File: src/plsid_pkg.sv
// Package of shared constants and types for the lock and subsystem id block
package plsid_pkg;
   // ==========================================================
   // Configuration offsets and fields
   localparam logic [7:0]  SUBSYS_ID_OFF       = 8'h40;
   localparam logic [7:0]  SYS_CTRL_OFF        = 8'h80;
   localparam int          SUBSYS_WE_BIT       = 5;
   localparam logic [31:0] SUBSYS_ID_RESET     = 32'h0000_0000;
   localparam logic [31:0] SYS_CTRL_RESET      = 32'h0000_0000;
   localparam logic [31:0] SYS_CTRL_WMASK      = 32'h0000_0020;
   // Multifunction routing code that puts lock on terminal four
   localparam logic [3:0]  ROUTE_LOCK_CODE     = 4'h5;
   // Lock granularity: 16-byte aligned, so compare address bits 31:4
   localparam int          LOCK_GRAIN_LSB      = 4;
   // EEPROM load: words of identity read after a bus reset
   localparam logic [1:0]  EE_WORDS            = 2'h2;
   // ==========================================================
   // Types
   typedef enum logic [1:0] {
      PLSID_LD_IDLE,
      PLSID_LD_REQ,
      PLSID_LD_WAIT
   } plsid_ld_e;
   // Lock region address of a 16-byte block
   function automatic logic [27:0] plsid_region(input logic [31:0] addr);
      return addr[31:LOCK_GRAIN_LSB];
   endfunction
endpackage

File: src/plsid_if.sv
// Interface joining the bridge end and the host end
`timescale 1ns/1ps
`default_nettype none
interface plsid_if;
   // Configuration access from the host
   logic        cfg_req;
   logic        cfg_we;
   logic        cfg_func;
   logic [7:0]  cfg_addr;
   logic [31:0] cfg_wdata;
   logic [31:0] cfg_rdata;
   logic        cfg_ack;
   // Bus lock and memory transaction from the host
   logic        lock_n;
   logic        mem_req;
   logic [31:0] mem_addr;
   logic        mem_write;
   logic        mem_ack;
   logic        mem_retry;
   modport bridge (
      input  cfg_req, cfg_we, cfg_func, cfg_addr, cfg_wdata,
      output cfg_rdata, cfg_ack,
      input  lock_n, mem_req, mem_addr, mem_write,
      output mem_ack, mem_retry
   );
   modport host (
      output cfg_req, cfg_we, cfg_func, cfg_addr, cfg_wdata,
      input  cfg_rdata, cfg_ack,
      output lock_n, mem_req, mem_addr, mem_write,
      input  mem_ack, mem_retry
   );
endinterface
`default_nettype wire

File: src/plsid_bridge.sv
// Bridge end: lock forwarding and subsystem identity register
`timescale 1ns/1ps
`default_nettype none
module plsid_bridge (
   input  wire logic        sys_clk,
   input  wire logic        rst,
   input  wire logic        suspend,
   input  wire logic [3:0]  lock_route,
   plsid_if.bridge          bus,
   output logic             multipurpose_terminal_four,
   output logic             card_bus_lock_line_o,
   output logic             card_bus_lock_line_oe_n,
   input  wire logic        card_bus_lock_line_i,
   output logic             posting_enable,
   output logic             ee_req,
   output logic [0:0]       ee_word,
   input  wire logic        ee_ack,
   input  wire logic [15:0] ee_data,
   output logic             load_busy
);
   // ==========================================================
   // State
   typedef struct packed {
      logic [31:0]          ident;
      logic [31:0]          sysctl;
      logic [31:0]          rdata;
      logic                 ack;
      logic                 mem_ack;
      logic                 mem_retry;
      logic                 locked;
      logic [27:0]          region;
      logic                 lock_prev;
      logic                 cb_lock;
      logic                 post_en;
      plsid_pkg::plsid_ld_e ld;
      logic [1:0]           ld_cnt;
      logic                 ee_req;
      logic                 mft4;
      logic                 busy;
   } plsid_br_s;

   plsid_br_s s_q;
   plsid_br_s s_d;
   logic      core_rst;
   logic      lock_in;
   logic      hit;

   // Reset is gated by suspend so a sleeping core keeps its identity
   assign core_rst = rst & ~suspend;
   // Lock only seen when routed; card side lock is never an input
   assign lock_in  = (lock_route == plsid_pkg::ROUTE_LOCK_CODE)
                     & ~bus.lock_n;
   assign hit      = plsid_pkg::plsid_region(bus.mem_addr) == s_q.region;

   // ==========================================================
   // Identity load helper
   // Keeps the other half, so one narrow word lands at a time
   function automatic logic [31:0] put_half(input logic [31:0] word,
                                            input logic        upper,
                                            input logic [15:0] half);
      return upper ? {half, word[15:0]} : {word[31:16], half};
   endfunction

   // ==========================================================
   // Next state
   always_comb begin
      s_d           = s_q;
      s_d.ack       = 1'b0;
      s_d.mem_ack   = 1'b0;
      s_d.mem_retry = 1'b0;
      s_d.lock_prev = lock_in;
      s_d.mft4      = lock_in;

      // ==========================================================
      // Configuration space
      if (bus.cfg_req) begin
         s_d.ack = 1'b1;
         // Both functions map the same doubleword
         unique case (bus.cfg_addr)
            plsid_pkg::SUBSYS_ID_OFF: begin
               s_d.rdata = s_q.ident;
               if (bus.cfg_we &&
                   s_q.sysctl[plsid_pkg::SUBSYS_WE_BIT]) begin
                  s_d.ident = bus.cfg_wdata;
               end
            end
            plsid_pkg::SYS_CTRL_OFF: begin
               s_d.rdata = s_q.sysctl;
               if (bus.cfg_we) begin
                  s_d.sysctl = bus.cfg_wdata & plsid_pkg::SYS_CTRL_WMASK;
               end
            end
            default: s_d.rdata = 32'h0000_0000;
         endcase
      end

      // ==========================================================
      // Lock tracking
      // Lock is taken by its own handshake: an access in the same cycle that lock first goes low
      if (!lock_in) begin
         s_d.locked = 1'b0;
      end else if (bus.mem_req && !s_q.locked && !s_q.lock_prev) begin
         s_d.locked = 1'b1;
         s_d.region = plsid_pkg::plsid_region(bus.mem_addr);
      end
      s_d.cb_lock = s_d.locked;
      s_d.post_en = ~s_d.locked;

      // ==========================================================
      // Memory answers
      if (bus.mem_req) begin
         // Other regions pass; locked region refused only in the cycle lock is released
         if (s_q.locked && hit && s_q.lock_prev && !lock_in) begin
            s_d.mem_retry = 1'b1;
         end else begin
            s_d.mem_ack = 1'b1;
         end
      end

      // ==========================================================
      // Identity load from EEPROM
      // One half-word per request; the loaded half beats a config write
      unique case (s_q.ld)
         plsid_pkg::PLSID_LD_IDLE: s_d.ee_req = 1'b0;
         plsid_pkg::PLSID_LD_REQ: begin
            s_d.ee_req = 1'b1;
            s_d.ld     = plsid_pkg::PLSID_LD_WAIT;
         end
         plsid_pkg::PLSID_LD_WAIT: begin
            if (ee_ack) begin
               s_d.ee_req = 1'b0;
               s_d.ident  = put_half(s_d.ident, s_q.ld_cnt[0],
                                     ee_data);
               s_d.ld_cnt = s_q.ld_cnt + 2'h1;
               if (s_q.ld_cnt + 2'h1 == plsid_pkg::EE_WORDS) begin
                  s_d.ld = plsid_pkg::PLSID_LD_IDLE;
               end else begin
                  s_d.ld = plsid_pkg::PLSID_LD_REQ;
               end
            end
         end
         default: begin
            s_d.ee_req = 1'b0;
            s_d.ld     = plsid_pkg::PLSID_LD_IDLE;
         end
      endcase
      s_d.busy = s_d.ld != plsid_pkg::PLSID_LD_IDLE;
   end

   // ==========================================================
   // Registers
   always_ff @(posedge sys_clk) begin
      if (core_rst) begin
         s_q.ident     <= plsid_pkg::SUBSYS_ID_RESET;
         s_q.sysctl    <= plsid_pkg::SYS_CTRL_RESET;
         s_q.rdata     <= 32'h0000_0000;
         s_q.ack       <= 1'b0;
         s_q.mem_ack   <= 1'b0;
         s_q.mem_retry <= 1'b0;
         s_q.locked    <= 1'b0;
         s_q.region    <= 28'h000_0000;
         s_q.lock_prev <= 1'b0;
         s_q.cb_lock   <= 1'b0;
         s_q.post_en   <= 1'b1;
         s_q.ld        <= plsid_pkg::PLSID_LD_REQ;
         s_q.ld_cnt    <= 2'h0;
         s_q.ee_req    <= 1'b0;
         s_q.mft4      <= 1'b0;
         s_q.busy      <= 1'b1;
      end else begin
         s_q <= s_d;
      end
   end

   // ==========================================================
   // Outputs
   assign bus.cfg_rdata              = s_q.rdata;
   assign bus.cfg_ack                = s_q.ack;
   assign bus.mem_ack                = s_q.mem_ack;
   assign bus.mem_retry              = s_q.mem_retry;
   assign multipurpose_terminal_four = s_q.mft4;
   // Open drain, active low card lock
   assign card_bus_lock_line_o       = 1'b0;
   assign card_bus_lock_line_oe_n    = ~s_q.cb_lock;
   assign posting_enable             = s_q.post_en;
   assign ee_req                     = s_q.ee_req;
   assign ee_word                    = s_q.ld_cnt[0];
   assign load_busy                  = s_q.busy;
endmodule
`default_nettype wire

File: src/flat_wrapper.sv
// flat-port wrapper written by rule: the top's interface ports become plain ports
module plsid_bridge_flat 
  (sys_clk, rst, suspend, lock_route, multipurpose_terminal_four, card_bus_lock_line_o, card_bus_lock_line_oe_n, card_bus_lock_line_i, posting_enable, ee_req, ee_word, ee_ack, ee_data, load_busy, bus_cfg_req, bus_cfg_we, bus_cfg_func, bus_cfg_addr, bus_cfg_wdata, bus_cfg_rdata, bus_cfg_ack, bus_lock_n, bus_mem_req, bus_mem_addr, bus_mem_write, bus_mem_ack, bus_mem_retry);
  plsid_if bus_i ();
  input  wire logic sys_clk;
  input  wire logic rst;
  input  wire logic suspend;
  input  wire logic [3:0] lock_route;
  output logic multipurpose_terminal_four;
  output logic card_bus_lock_line_o;
  output logic card_bus_lock_line_oe_n;
  input  wire logic card_bus_lock_line_i;
  output logic posting_enable;
  output logic ee_req;
  output logic [0:0] ee_word;
  input  wire logic ee_ack;
  input  wire logic [15:0] ee_data;
  output logic load_busy;
  input wire logic [$bits(bus_i.cfg_req)-1:0] bus_cfg_req;
  input wire logic [$bits(bus_i.cfg_we)-1:0] bus_cfg_we;
  input wire logic [$bits(bus_i.cfg_func)-1:0] bus_cfg_func;
  input wire logic [$bits(bus_i.cfg_addr)-1:0] bus_cfg_addr;
  input wire logic [$bits(bus_i.cfg_wdata)-1:0] bus_cfg_wdata;
  output wire logic [$bits(bus_i.cfg_rdata)-1:0] bus_cfg_rdata;
  output wire logic [$bits(bus_i.cfg_ack)-1:0] bus_cfg_ack;
  input wire logic [$bits(bus_i.lock_n)-1:0] bus_lock_n;
  input wire logic [$bits(bus_i.mem_req)-1:0] bus_mem_req;
  input wire logic [$bits(bus_i.mem_addr)-1:0] bus_mem_addr;
  input wire logic [$bits(bus_i.mem_write)-1:0] bus_mem_write;
  output wire logic [$bits(bus_i.mem_ack)-1:0] bus_mem_ack;
  output wire logic [$bits(bus_i.mem_retry)-1:0] bus_mem_retry;
  assign bus_i.cfg_req = bus_cfg_req;
  assign bus_i.cfg_we = bus_cfg_we;
  assign bus_i.cfg_func = bus_cfg_func;
  assign bus_i.cfg_addr = bus_cfg_addr;
  assign bus_i.cfg_wdata = bus_cfg_wdata;
  assign bus_cfg_rdata = bus_i.cfg_rdata;
  assign bus_cfg_ack = bus_i.cfg_ack;
  assign bus_i.lock_n = bus_lock_n;
  assign bus_i.mem_req = bus_mem_req;
  assign bus_i.mem_addr = bus_mem_addr;
  assign bus_i.mem_write = bus_mem_write;
  assign bus_mem_ack = bus_i.mem_ack;
  assign bus_mem_retry = bus_i.mem_retry;
  plsid_bridge u_core (.sys_clk(sys_clk), .rst(rst), .suspend(suspend), .lock_route(lock_route), .bus(bus_i), .multipurpose_terminal_four(multipurpose_terminal_four), .card_bus_lock_line_o(card_bus_lock_line_o), .card_bus_lock_line_oe_n(card_bus_lock_line_oe_n), .card_bus_lock_line_i(card_bus_lock_line_i), .posting_enable(posting_enable), .ee_req(ee_req), .ee_word(ee_word), .ee_ack(ee_ack), .ee_data(ee_data), .load_busy(load_busy));
endmodule
File: config.mk
export PLATFORM = sky130hd
export DESIGN_NAME = plsid_bridge_flat
export DESIGN_NICKNAME = d
export VERILOG_FILES = /design/src/plsid_pkg.sv /design/src/plsid_if.sv /design/src/plsid_bridge.sv /design/src/flat_wrapper.sv
export SDC_FILE = /design/constraint.sdc
export NUM_CORES = 1
export LEC_CHECK = 0
export ABC_AREA = 1
export BUFFER_PORTS_ARGS = -buffer_cell sky130_fd_sc_hd__buf_2
export CORE_MARGIN = 3
export CORE_UTILIZATION = 48
export DETAILED_ROUTE_END_ITERATION = 6
export PLACE_DENSITY_LB_ADDON = 0.25
export SLEW_MARGIN = 15
export SYNTH_ARGS = -nofsm -noshare
export SYNTH_HDL_FRONTEND = slang
export SYNTH_SLANG_ARGS = --single-unit
File: constraint.sdc
create_clock -name sys_clk -period 1.3 [get_ports sys_clk]
set_input_delay 0.13 -clock sys_clk [delete_from_list [all_inputs] [get_ports sys_clk]]
set_output_delay 0.13 -clock sys_clk [all_outputs]
set_load 0.03 [all_outputs]
After elaboration in Yosys (flattened, before gate mapping)
Index checks and enable logic that the tools add are counted.

storage, ports and cells
  logic and storage cells = 62
  register bits after elaboration = 105

operators by class
  add/subtract/negate cells = 1
  reduce and logical (&&, ||, !) cells = 15
  multiplexer cells = 17
  bitwise operators = 7
  eq/ne operators = 8

operators with widths
  cell                   count
  $mux W32               5
  $mux W97               1
  $pmux W32 S2           1
  $mux W29               1
  $eq A28 B28 Y1         1
  $mux W6                2
  $eq A8 B7 Y1 const B   1
  $eq A8 B8 Y1 const B   1
  $logic_and A1 B1 Y1    6
  $pmux W2 S3            1
  $mux W5                1
  $not A1 Y1             5
  $eq A2 B2 Y1 const B   2
  $eq A4 B3 Y1 const B   1
  $mux W1                4
  $reduce_and A2 Y1      2
  $logic_not A1 Y1       3
  $reduce_and A3 Y1      1
  $add A2 B1 Y2 const B  1
  $and A1 B1 Y1          2
  $eq A2 B1 Y1 const B   1
  $logic_not A2 Y1       1
  $ne A2 B2 Y1 const B   1
  $pmux W1 S2            1
  other kinds (2)        2

Longest topological paths before layout
Gate-level depths: netlist of the first run.

  depth after elaboration = 7
  mapped depth = 10
  gate-level depth less buffers = 10

Worst setup path after synthesis of the first run
OpenSTA, ideal clock, no wires.

  kind = flip-flop to flip-flop
  start point = register u_core.s_q[38] (netlist name)
  end point = register u_core.s_q[15] (netlist name)
  slack = -0.117 ns
  buffers on the path = 1
  clock period less this slack = 1.417 ns
  stages on the path, launching flop included = 8
  required time = 1.172 ns
  library setup time = 0.128 ns
  data arrival time = 1.288 ns
  path through = dfxtp_1 -> inv_1 -> nand2_1 -> nor2_1 -> nand2_1 -> clkbuf_1 -> o21ai_0 -> a21oi_1

on the way
  longest elaborated chain between the ends = 4

ends and longest elaborated chain
  item                                line                 source
  start, declared                     plsid_bridge.sv:42   plsid_br_s s_q;
  $logic_not A1 Y1                    plsid_bridge.sv:102  end else if (bus.mem_req && !s_q.locked && !s_q.lock_prev) begin
  $logic_and A1 B1 Y1 (2 in series)   plsid_bridge.sv:102
  $reduce_and A2 Y1 (no source line)  --

Every way passes these cells.
A chain may end at the register's enable or synchronous reset.

Final worst setup path of the first run
  start point = register u_core.s_q[6] (netlist name)
  end point = register u_core.s_q[136] (netlist name)

on the way
  longest elaborated chain between the ends = 2

ends and longest elaborated chain
  item          line                 source
  $eq A2 B2 Y1  plsid_bridge.sv:123  unique case (s_q.ld)
  $mux W32      plsid_bridge.sv:123

Every way passes these cells.

==> run_summary.xml, run 1 <==
<?xml version="1.0" encoding="UTF-8"?>
<metrics>
  <group name="place">
    <metric name="placement.io_buffers" unit="">136</metric>
    <metric name="place_hpwl" unit="um">9780</metric>
    <metric name="place_inst" unit="">1052</metric>
    <metric name="postPlaceCellArea" unit="mm^2">0.00624</metric>
    <metric name="gpl.final_weighted_congestion" unit="">0.809</metric>
  </group>
  <group name="yosys">
    <metric name="synth_top_cell_area_share" unit="%">38.1</metric>
    <metric name="netlist_top_cells_area" unit="">dfxtp_1 38%, nand2_1 15%, inv_1 8.8%</metric>
    <metric name="mappedNetlistArea" unit="mm^2">0.00551</metric>
    <metric name="most_common_library_cells_after_synthesis" unit="">217 x nand2_1, 129 x inv_1, 105 x dfxtp_1</metric>
    <metric name="synth.avg_cell_area" unit="um^2">6.76</metric>
    <metric name="synth.distinct_cells" unit="">34</metric>
    <metric name="synth_top_cell_by_area" unit="">dfxtp_1</metric>
    <metric name="number_of_enable_flip_flop_cells_after_synthesis" unit="">0</metric>
    <metric name="portion_of_the_post_synthesis_area_used_by_sequential_elements" unit="%">38.1</metric>
    <metric name="synth_seq_cells" unit="">105</metric>
    <metric name="synth-warning-count" unit="">0</metric>
    <metric name="post_synth_inst_count" unit="">815</metric>
    <metric name="mappedNetlistNets" unit="">919</metric>
    <metric name="synth_most_common_cell" unit="">nand2_1</metric>
    <metric name="synth_flop_cell" unit="">dfxtp_1</metric>
    <metric name="async_flop_share" unit="%">0</metric>
  </group>
  <group name="sta">
    <metric name="finalWorstSetupSlack" unit="ns">-0.0885</metric>
    <metric name="setup-violations-final" unit="">16</metric>
    <metric name="fin_skew" unit="ns">0.00783</metric>
    <metric name="period_share" unit="%">107</metric>
    <metric name="max_freq" unit="GHz">0.720</metric>
    <metric name="finalHoldViolCount" unit="">0</metric>
    <metric name="rsz0062_at_grt" unit="">true</metric>
    <metric name="final.min_clock_period" unit="ns">1.39</metric>
    <metric name="tns" unit="ns">-0.818</metric>
    <metric name="drv_slew" unit="">0</metric>
  </group>
  <group name="setup_path">
    <metric name="timing.critical_path.to_type" unit="">register</metric>
    <metric name="cp.required" unit="ns">1.54</metric>
    <metric name="timing.critical_path.cells" unit="">inv_2 -&gt; or2_4 -&gt; nor2_8 -&gt; nand2_4 -&gt; clkbuf_16 -&gt; nor2_4 -&gt; nor2_2 -&gt; nand2_1 -&gt; inv_1</metric>
    <metric name="r2r-end" unit="">u_core.s_q[136]</metric>
    <metric name="worst-endpoint-arrival" unit="ns">1.63</metric>
    <metric name="critical-path-slowest-cell" unit="">dfxtp_2</metric>
    <metric name="timing.reg2reg.worst_path_depth" unit="">9</metric>
    <metric name="reg2reg_setup_slack" unit="ns">-0.09</metric>
    <metric name="setup.worst_path.start_class" unit="">register</metric>
    <metric name="max_stage_delay" unit="ns">0.32</metric>
    <metric name="cp_max_fo" unit="">5</metric>
    <metric name="path_class" unit="">register to register</metric>
    <metric name="worst_r2r_startpoint" unit="">u_core.s_q[6]</metric>
  </group>
  <group name="final_layout">
    <metric name="diodes" unit="">0</metric>
    <metric name="nets" unit="">1030</metric>
    <metric name="syn2layout_area_growth" unit="%">22.7</metric>
    <metric name="layout.cell_area.non_filler" unit="mm^2">0.00676</metric>
    <metric name="final_layout_size_suffix_gt1_share" unit="%">30.0</metric>
    <metric name="fillers" unit="">1055</metric>
    <metric name="final_cells" unit="">1070</metric>
    <metric name="layout.core_utilization" unit="%">61.3</metric>
  </group>
  <group name="route">
    <metric name="drt_iter0_drc" unit="">330</metric>
    <metric name="top_layer_used" unit="">met5</metric>
    <metric name="drt_wl_total" unit="um">13700</metric>
    <metric name="post-route-drc-count" unit="">0</metric>
    <metric name="route.met2.wl" unit="um">6490</metric>
    <metric name="detail_route.vias_per_cell" unit="">4.89</metric>
    <metric name="wirelength_met1" unit="um">6060</metric>
    <metric name="detail_route.first_pass.iterations" unit="">5</metric>
    <metric name="dr_total_vias" unit="">5229</metric>
    <metric name="detailroute.wirelength.met3" unit="um">861</metric>
    <metric name="wl_per_cell" unit="um">12.8</metric>
    <metric name="antenna_left" unit="">0</metric>
  </group>
  <group name="grt">
    <metric name="gr-total-overflow" unit="">0</metric>
    <metric name="first_global_vias" unit="">4793</metric>
    <metric name="gr-usage-all-layers" unit="%">21.0</metric>
    <metric name="largest_net_degree_at_the_start_of_global_routing" unit="">55</metric>
    <metric name="antenna_found_initial" unit="">1</metric>
    <metric name="grt_pass1_wl" unit="um">22000</metric>
  </group>
  <group name="clock_tree">
    <metric name="ctsRootBufferMaster" unit="">clkbuf_16</metric>
    <metric name="cts_num_sinks" unit="">105</metric>
    <metric name="tritoncts" unit="">yes</metric>
    <metric name="clkSlewWorstSetupHoldPaths" unit="ns">0.07</metric>
    <metric name="cts-root-to-sink-buffers" unit="">2</metric>
    <metric name="clkLatencyLatePin" unit="ns">0.34</metric>
    <metric name="cts-htree-levels" unit="">3</metric>
    <metric name="numCtsBuffers" unit="">9</metric>
  </group>
  <group name="run_status">
    <metric name="outcome" unit="">finished with violations</metric>
    <metric name="violations" unit="">negative setup slack</metric>
  </group>
  <group name="floorplanning">
    <metric name="core_area" unit="mm^2">0.0110</metric>
    <metric name="die_y" unit="um">113</metric>
    <metric name="row_count" unit="">38</metric>
    <metric name="initial_standard_cell_utilization_of_the_core" unit="%">50.0</metric>
    <metric name="die_x" unit="um">113</metric>
    <metric name="dieArea" unit="mm^2">0.0128</metric>
    <metric name="design.portCount" unit="">145</metric>
  </group>
  <group name="power">
    <metric name="power_density_cells" unit="mW/mm^2">1070</metric>
    <metric name="leakage_power_summed_over_all_cells" unit="uW">0.00349</metric>
    <metric name="worst_ir_drop_on_vdd" unit="mV">0.784</metric>
  </group>
  <group name="hold_path">
    <metric name="whs_path_depth" unit="">3</metric>
    <metric name="holdPathEnd" unit="">u_core.s_q[24]</metric>
    <metric name="holdCritPathClass" unit="">input pin to register</metric>
    <metric name="hold_start" unit="">bus_mem_addr[18]</metric>
  </group>
  <group name="job">
    <metric name="max_cap_viol_count" unit="">0</metric>
  </group>
</metrics>
==> timing repair <==
action | in CTS | in global routing
hold buffers | 0 | 0
gates cloned | 0 | 2
gates resized for setup | 1 | 51
setup buffers | 0 | 1
pin swaps | 0 | 9
endpoints found under the setup margin | 22 | 36
==> worst max-delay path, delay by kind of cell (launching register included) <==
| kind | cells | cell delay (ns) |
|---|---|---|
| DFF | 1 | 0.32 |
| and+or+nand+nor | 6 | 0.72 |
| buffers and inverters | 3 | 0.25 |
==> through the flow <==
stage	power, uW	worst slack [ns]	hold slack (ns)
3_3_place_gp	4600	-0.0154	0.428
2_1_floorplan	4210	0.00630	0.279
6_report	7230	-0.0885	0.0801
3_5_place_dp	4620	-0.0501	0.436
5_1_grt	7610	-0.163	0.0896
4_1_cts	7230	-0.0646	0.0635
==> power by group <==
group	total [uW]	internal, uW	switching (uW)	leakage [uW]
clock network	2600	1440	1160	0.000138
registers	3520	3410	105	0.000855
logic	1120	470	646	0.00250
==> metal layers <==
layer	vias up	GRT usage, %
met5	-	0
met4	2	6.41
met3	22	4.71
met2	150	34.3
met1	2331	27.6
li1	2724	-
==> worst max-delay path by stage <==
stage	start	end	cells past startpoint
floorplan	u_core.s_q[6]	u_core.s_q[121]	8
global placement	u_core.s_q[6]	u_core.s_q[115]	7
detailed placement	u_core.s_q[6]	u_core.s_q[116]	7
CTS	u_core.s_q[6]	u_core.s_q[114]	7
global route	u_core.s_q[6]	u_core.s_q[136]	9
finish	u_core.s_q[6]	u_core.s_q[136]	9
==> cell families (layout without fill, tap and decap cells) <==
kind of cell	Yosys count	in the layout	synth area share (%)
flops	105	105	38.1
compound gates	101	101	11.2
buf+inv	203	318	17.6
xor+xnor	4	4	0.636
simple gates	400	400	32.1
other cells	1	1	0.0681
fa+ha+maj	1	1	0.227
==> registers in the layout (all words and copies together) (netlist names) <==
register	count
u_core.s_q	66
u_core.bus.cfg_rdata	32
u_core.bus.mem_retry	1
u_core.ee_word	1
u_core.bus.mem_ack	1
u_core.posting_enable	1
u_core.ee_req	1
u_core.load_busy	1
u_core.bus.cfg_ack	1
==> area by class of cell <==
| cell class | instances | area, um^2 | area share [%] |
|---|---|---|---|
| Timing Repair Buffer | 172 | 1080 | 15.9 |
| Inverter | 131 | 494 | 7.31 |
| Multi-Input combinational cell | 507 | 2630 | 38.8 |
| Sequential cell | 105 | 2110 | 31.2 |
| Clock buffer | 13 | 270 | 4.00 |
| Clock inverter | 2 | 12.5 | 0.185 |
| Tap cell | 140 | 175 | 2.59 |
==> placed cells by master (no fill, tap or decap), types with 3 or more instances in the layout <==
master,Yosys,layout
a21oi_1,41,41
a21oi_2,30,30
buf_12,2,7
buf_2,17,136
buf_4,34,26
clkbuf_16,0,11
clkbuf_8,0,3
dfxtp_1,105,100
dfxtp_2,0,5
inv_1,129,125
inv_2,1,4
nand2_1,217,216
nand2_2,11,11
nand3_1,66,51
nand3_2,0,15
nand4_1,34,34
nor2_1,54,39
nor2_2,1,7
nor2_4,1,10
o21ai_0,29,29
or2_1,3,3
or2_4,1,6
xnor2_1,4,4
(Power assumes the default switching activity.)
==> run 2: changes to the inputs <==
- HOLD_SLACK_MARGIN: default -> 0.03
- PLACE_DENSITY: default -> 0.77
- PLACE_DENSITY_LB_ADDON: 0.25 -> default
==> run 2 against run 1 <==
  * The run still ends with negative setup slack left
  * Sequential power barely moved
  * Global-route usage down 0.91 points
  * Wire length fell by 2.8%
  * Cell count shrank 0.37%
  * Core utilization fell by 1.9 points
  * Worst setup slack improved by 0.045 ns
  * Maximum frequency up 3.3%
  * Clock skew increased by 0.0012 ns
  * Combinational power decreased by 7%
  * Via count is 1.8% lower
  * Critical path type unchanged
==> run_summary.xml, run 2 (same netlist as run 1, synthesis figures left out) <==
<?xml version="1.0" encoding="UTF-8"?>
<metrics>
  <group name="route">
    <metric name="dr_total_vias" unit="">5135</metric>
    <metric name="drt_iter0_drc" unit="">319</metric>
    <metric name="post-route-drc-count" unit="">0</metric>
    <metric name="detail_route.first_pass.iterations" unit="">5</metric>
    <metric name="antenna_left" unit="">0</metric>
    <metric name="drt_wl_total" unit="um">13300</metric>
    <metric name="detail_route.vias_per_cell" unit="">4.82</metric>
    <metric name="wl_per_cell" unit="um">12.5</metric>
  </group>
  <group name="floorplanning">
    <metric name="dieArea" unit="mm^2">0.0128</metric>
    <metric name="core_area" unit="mm^2">0.0110</metric>
    <metric name="die_y" unit="um">113</metric>
    <metric name="row_count" unit="">38</metric>
    <metric name="initial_standard_cell_utilization_of_the_core" unit="%">50.0</metric>
    <metric name="die_x" unit="um">113</metric>
    <metric name="design.portCount" unit="">145</metric>
  </group>
  <group name="grt">
    <metric name="antenna_found_initial" unit="">0</metric>
    <metric name="largest_net_degree_at_the_start_of_global_routing" unit="">55</metric>
    <metric name="grt_pass1_wl" unit="um">21300</metric>
    <metric name="first_global_vias" unit="">4644</metric>
    <metric name="gr-usage-all-layers" unit="%">20.1</metric>
    <metric name="gr-total-overflow" unit="">0</metric>
  </group>
  <group name="final_layout">
    <metric name="mostFrequentLayoutCell" unit="">nand2_1</metric>
    <metric name="final_cells" unit="">1066</metric>
    <metric name="nets" unit="">1025</metric>
    <metric name="diodes" unit="">0</metric>
    <metric name="syn2layout_area_growth" unit="%">19.0</metric>
    <metric name="flip_flop_count_of_the_largest_register_after_layout" unit="">66</metric>
    <metric name="layout.cells.most_common_list" unit="">216 x nand2_1, 136 x buf_2, 128 x inv_1</metric>
    <metric name="final_layout_size_suffix_gt1_share" unit="%">26.3</metric>
    <metric name="largest-register" unit="">u_core.s_q</metric>
    <metric name="seqCellArea" unit="mm^2">0.00210</metric>
    <metric name="layout.core_utilization" unit="%">59.4</metric>
    <metric name="multi_input_comb_area" unit="mm^2">0.00246</metric>
    <metric name="fillers" unit="">1055</metric>
  </group>
  <group name="job">
    <metric name="max_cap_viol_count" unit="">0</metric>
  </group>
  <group name="place">
    <metric name="place_hpwl" unit="um">9720</metric>
    <metric name="gpl.final_weighted_congestion" unit="">0.850</metric>
    <metric name="dp_worst_setup_slack" unit="ns">-0.0376</metric>
    <metric name="place_inst" unit="">1050</metric>
    <metric name="placement.io_buffers" unit="">136</metric>
  </group>
  <group name="setup_path">
    <metric name="setup.worst_path.start_class" unit="">register</metric>
    <metric name="cp.required" unit="ns">1.54</metric>
    <metric name="cp_max_fo" unit="">7</metric>
    <metric name="timing.critical_path.to_type" unit="">register</metric>
    <metric name="path_class" unit="">register to register</metric>
    <metric name="worst-endpoint-arrival" unit="ns">1.58</metric>
  </group>
  <group name="sta">
    <metric name="fin_skew" unit="ns">0.00903</metric>
    <metric name="period_share" unit="%">103</metric>
    <metric name="rsz0062_at_grt" unit="">true</metric>
    <metric name="setup-violations-final" unit="">17</metric>
    <metric name="final.min_clock_period" unit="ns">1.34</metric>
    <metric name="drv_slew" unit="">0</metric>
    <metric name="finalHoldViolCount" unit="">0</metric>
    <metric name="max_freq" unit="GHz">0.744</metric>
    <metric name="tns" unit="ns">-0.314</metric>
    <metric name="finalWorstSetupSlack" unit="ns">-0.0435</metric>
  </group>
  <group name="power">
    <metric name="leakage_power_summed_over_all_cells" unit="uW">0.00339</metric>
    <metric name="post-layout-total-power" unit="uW">7380</metric>
    <metric name="worst_ir_drop_on_vdd" unit="mV">0.696</metric>
    <metric name="power_density_cells" unit="mW/mm^2">1130</metric>
  </group>
  <group name="clock_tree">
    <metric name="tritoncts" unit="">yes</metric>
    <metric name="cts_num_sinks" unit="">105</metric>
    <metric name="ctsRootBufferMaster" unit="">clkbuf_16</metric>
    <metric name="cts-root-to-sink-buffers" unit="">2</metric>
    <metric name="clkSlewWorstSetupHoldPaths" unit="ns">0.07</metric>
    <metric name="clkLatencyLatePin" unit="ns">0.34</metric>
    <metric name="cts-htree-levels" unit="">3</metric>
    <metric name="holdBufCountCts" unit="">0</metric>
    <metric name="numCtsBuffers" unit="">9</metric>
  </group>
  <group name="run_status">
    <metric name="violations" unit="">negative setup slack</metric>
    <metric name="outcome" unit="">finished with violations</metric>
  </group>
  <group name="hold_path">
    <metric name="holdCritPathClass" unit="">input pin to register</metric>
  </group>
</metrics>
-- run 2: path summary, 6_finish.rpt --
path	from	cells after the start	endpoint	slack (ns)
worst max register to register	u_core.s_q[6]	8	u_core.s_q[128]	-0.04
worst min-delay path	bus_mem_req	3	u_core.bus.mem_retry	0.09
worst min register to register	u_core.s_q[123]	2	u_core.bus.cfg_rdata[17]	0.46
worst max-delay path	u_core.s_q[6]	8	u_core.s_q[128]	-0.04
-- run 2: power breakdown --
part	switching (uW)	internal [uW]	leakage (uW)
sequential	102	3410	0.000853
clock	1270	1570	0.000146
combinational	602	436	0.00239
-- run 2: timing repair --
| item | CTS | global route |
|---|---|---|
| pin swaps | 0 | 0 |
| endpoints found under the setup margin | 19 | 39 |
| cloned | 0 | 0 |
| resized for setup | 2 | 9 |
| buffers inserted | 0 | 0 |
-- run 2: routing by layer --
metal  global-route usage (%)  wire, um  part of all wire, %
met4                     5.29       168                  1.3
met5                        0         0                    0
met1                     26.4      5960                   45
met3                     5.29       900                  6.8
met2                     32.7      6270                   47
-- run 2: layout make-up --
| class | instances | area share [%] |
|---|---|---|
| inverter | 131 | 7.50 |
| multi-input combinational | 507 | 37.5 |
| clock buffer | 10 | 3.65 |
| timing repair buffer | 167 | 15.5 |
| clock inverter | 6 | 1.09 |
| tap | 140 | 2.67 |
| sequential | 105 | 32.1 |
-- run 2: critical path, cell delays in order (launching register included) --
cell and delay, ns:
dfxtp_1 0.31, inv_1 0.04, or2_4 0.25, nor2_8 0.12, nand2_2 0.09, inv_1 0.21
a21oi_1 0.12, nand2_1 0.08, inv_1 0.04
-- run 2: stage by stage --
| step | area (um^2) | hold WS [ns] |
|---|---|---|
| 2_1_floorplan | 5520 | 0.279 |
| 3_3_place_gp | 6230 | 0.436 |
| 3_5_place_dp | 6230 | 0.438 |
| 4_1_cts | 6550 | 0.0798 |
| 5_1_grt | 6560 | 0.0826 |
| 6_report | 6560 | 0.0862 |
==> run 3: changes to the inputs <==
- ABC_AREA: 1 -> 0
- CORE_UTILIZATION: 48 -> 46
- PLACE_DENSITY: 0.77 -> 0.76
==> run 3 against run 2 <==
  * The flow still finishes with violations (negative setup slack)
  * Hold slack got worse by 0.049 ns
  * Critical endpoint is now u_core.s_q[14]
  * Design area fell by 7.5%
  * Sequential cell count is the same
  * Sequential share of layout area is 2.7 points higher
==> run_summary.xml, run 3 <==
<?xml version="1.0" encoding="UTF-8"?>
<metrics>
  <group name="power">
    <metric name="power.clock.fraction" unit="%">32.3</metric>
    <metric name="power_density_cells" unit="mW/mm^2">1060</metric>
    <metric name="combinationalPowerShare" unit="%">13.5</metric>
    <metric name="internal_power" unit="uW">4750</metric>
    <metric name="swShare" unit="%">26.3</metric>
    <metric name="p_sw" unit="uW">1700</metric>
    <metric name="leakage_power_summed_over_all_cells" unit="uW">0.00263</metric>
    <metric name="worst_ir_drop_on_vdd" unit="mV">0.600</metric>
    <metric name="p_seq_share" unit="%">54.2</metric>
  </group>
  <group name="yosys">
    <metric name="async_flop_share" unit="%">0</metric>
    <metric name="portion_of_the_post_synthesis_area_used_by_sequential_elements" unit="%">46.1</metric>
    <metric name="synth.avg_cell_area" unit="um^2">9.04</metric>
    <metric name="synth_flop_cell" unit="">dfxtp_1</metric>
    <metric name="synth_top_cell_by_area" unit="">dfxtp_1</metric>
    <metric name="post_synth_inst_count" unit="">504</metric>
    <metric name="most_common_library_cells_after_synthesis" unit="">105 x dfxtp_1, 69 x nand2_1, 64 x nor2_1</metric>
    <metric name="synth-warning-count" unit="">0</metric>
    <metric name="synth_most_common_cell" unit="">dfxtp_1</metric>
    <metric name="number_of_enable_flip_flop_cells_after_synthesis" unit="">0</metric>
    <metric name="mappedNetlistNets" unit="">608</metric>
    <metric name="netlist_top_cells_area" unit="">dfxtp_1 46%, mux2i_1 6.1%, buf_4 5.9%</metric>
    <metric name="mappedNetlistArea" unit="mm^2">0.00456</metric>
    <metric name="synth_top_cell_area_share" unit="%">46.1</metric>
    <metric name="synth.distinct_cells" unit="">41</metric>
    <metric name="synth_seq_cells" unit="">105</metric>
  </group>
  <group name="floorplanning">
    <metric name="die_x" unit="um">106</metric>
    <metric name="row_count" unit="">35</metric>
    <metric name="core_area" unit="mm^2">0.00942</metric>
    <metric name="dieArea" unit="mm^2">0.0111</metric>
    <metric name="die_y" unit="um">106</metric>
    <metric name="design.portCount" unit="">145</metric>
    <metric name="initial_standard_cell_utilization_of_the_core" unit="%">48.4</metric>
  </group>
  <group name="clock_tree">
    <metric name="ctsRootBufferMaster" unit="">clkbuf_8</metric>
    <metric name="cts-htree-levels" unit="">3</metric>
    <metric name="tritoncts" unit="">yes</metric>
    <metric name="numCtsBuffers" unit="">9</metric>
    <metric name="clkSlewWorstSetupHoldPaths" unit="ns">0.11</metric>
    <metric name="cts_num_sinks" unit="">105</metric>
    <metric name="cts-root-to-sink-buffers" unit="">2</metric>
    <metric name="clkLatencyLatePin" unit="ns">0.37</metric>
  </group>
  <group name="grt">
    <metric name="first_global_vias" unit="">4174</metric>
    <metric name="grt.met3_usage" unit="%">5.27</metric>
    <metric name="gr-total-overflow" unit="">0</metric>
    <metric name="antenna_found_initial" unit="">0</metric>
    <metric name="largest_net_degree_at_the_start_of_global_routing" unit="">47</metric>
    <metric name="gr-usage-all-layers" unit="%">21.8</metric>
    <metric name="grt_util_met2" unit="%">37.9</metric>
    <metric name="grt_pass1_wl" unit="um">19700</metric>
    <metric name="grtUsageMet1" unit="%">27.0</metric>
    <metric name="global_route.peak_usage_layer" unit="">met2</metric>
  </group>
  <group name="final_layout">
    <metric name="mostFrequentLayoutCell" unit="">buf_2</metric>
    <metric name="diodes" unit="">0</metric>
    <metric name="syn2layout_area_growth" unit="%">33.0</metric>
    <metric name="largest-register" unit="">u_core.s_q</metric>
    <metric name="nets" unit="">761</metric>
    <metric name="layout.cells.most_common_list" unit="">136 x buf_2, 100 x dfxtp_1, 64 x nor2_1</metric>
    <metric name="flip_flop_count_of_the_largest_register_after_layout" unit="">66</metric>
    <metric name="final_layout_size_suffix_gt1_share" unit="%">31.1</metric>
    <metric name="fillers" unit="">723</metric>
    <metric name="layout.core_utilization" unit="%">64.4</metric>
  </group>
  <group name="place">
    <metric name="placement.io_buffers" unit="">136</metric>
    <metric name="dp_worst_setup_slack" unit="ns">-0.170</metric>
    <metric name="place_hpwl" unit="um">7850</metric>
    <metric name="gpl.final_weighted_congestion" unit="">0.836</metric>
  </group>
  <group name="sta">
    <metric name="setup-violations-final" unit="">29</metric>
    <metric name="fin_skew" unit="ns">0.0143</metric>
    <metric name="period_share" unit="%">109</metric>
    <metric name="rsz0062_at_grt" unit="">true</metric>
    <metric name="finalWorstSetupSlack" unit="ns">-0.123</metric>
    <metric name="drv_slew" unit="">0</metric>
    <metric name="final.min_clock_period" unit="ns">1.42</metric>
    <metric name="max_freq" unit="GHz">0.703</metric>
    <metric name="finalHoldViolCount" unit="">0</metric>
  </group>
  <group name="route">
    <metric name="drt_iter0_drc" unit="">317</metric>
    <metric name="detail_route.first_pass.iterations" unit="">4</metric>
    <metric name="drt_wl_total" unit="um">12800</metric>
    <metric name="dr_total_vias" unit="">4191</metric>
    <metric name="post-route-drc-count" unit="">0</metric>
    <metric name="detail_route.vias_per_cell" unit="">5.30</metric>
    <metric name="antenna_left" unit="">0</metric>
    <metric name="wl_per_cell" unit="um">16.2</metric>
  </group>
  <group name="job">
    <metric name="max_cap_viol_count" unit="">0</metric>
  </group>
  <group name="setup_path">
    <metric name="timing.reg2reg.worst_path_depth" unit="">6</metric>
    <metric name="path_class" unit="">register to register</metric>
    <metric name="worst-endpoint-arrival" unit="ns">1.67</metric>
    <metric name="cp_max_fo" unit="">7</metric>
    <metric name="setup.worst_path.start_class" unit="">register</metric>
    <metric name="timing.critical_path.to_type" unit="">register</metric>
    <metric name="cp.required" unit="ns">1.55</metric>
  </group>
  <group name="run_status">
    <metric name="outcome" unit="">finished with violations</metric>
    <metric name="violations" unit="">negative setup slack</metric>
  </group>
  <group name="hold_path">
    <metric name="holdCritPathClass" unit="">input pin to register</metric>
    <metric name="whs_path_depth" unit="">3</metric>
  </group>
</metrics>
run 3: final timing paths:
check                         from               to  slack (ns)
setup / recovery     u_core.s_q[9]   u_core.s_q[14]       -0.12
hold / removal    bus_mem_addr[26]   u_core.s_q[32]        0.04
setup reg to reg     u_core.s_q[9]   u_core.s_q[14]       -0.12
hold reg to reg    u_core.s_q[106]  u_core.s_q[106]        0.48
run 3: layer usage:
metal / vias to the layer above / wire [um]
li1: 2010 / -
met2: 182 / 6200
met5: - / 0
met1: 1983 / 5510
met3: 16 / 940
met4: 0 / 151
run 3: through the flow:
step	hold slack [ns]	TNS [ns]	std cells	power [uW]	area (um^2)
after floorplan	0.212	-1.91	504	3920	4560
after detailed placement	0.376	-6.26	723	4290	5210
after global placement	0.371	-3.53	723	4250	5210
final	0.0375	-2.09	791	6440	6060
after global routing	0.0302	-6.73	791	6720	6060
after CTS	0.0301	-1.29	787	6450	5960
run 3: power groups by stage:
stage,Sequential (uW),Combinational (uW),Clock [uW]
3_5_place_dp,3560,723,0
6_report,3490,867,2080
2_1_floorplan,3570,347,0
4_1_cts,3490,838,2120
3_3_place_gp,3550,699,0
5_1_grt,3510,944,2260
run 3: area by class of cell:
class	count	area (um^2)	area share, %
Tap cell	129	161	2.66
Clock buffer	10	128	2.10
Timing Repair Buffer	208	1540	25.4
Sequential cell	105	2110	34.8
Inverter	4	15.0	0.248
Clock inverter	6	75.1	1.24
Multi-Input combinational cell	329	2030	33.5
run 3: logic make-up (layout without fill, tap and decap cells):
kind of cell	count (synthesis)	count (layout)	share of synthesized area (%)
other	1	1	0.0823
xor gates and xnor gates	28	28	5.38
AOI/OAI and AO/OA	104	104	14.4
adders and majority gates	1	1	0.274
muxes	28	28	6.15
and+or+nand+nor	167	167	17.0
DFF	105	105	46.1
buffers and inverters	70	228	10.5
run 3: what timing repair did:
item / 4_1_cts / 5_1_grt
gates cloned: 3 / 3
pin swaps: 5 / 17
resized for setup: 11 / 20
hold buffers: 42 / 1
endpoints found under the setup margin: 36 / 52
buffers inserted: 3 / 0
endpoints found under the hold margin: 42 / 1
run 3: critical path, stage by stage, from the launching register on:
cell     delay [ns]
dfxtp_4        0.36
nor2b_4        0.10
nor4b_4        0.22
buf_4          0.21
buf_16         0.14
mux2i_1        0.21
nor2_1         0.07
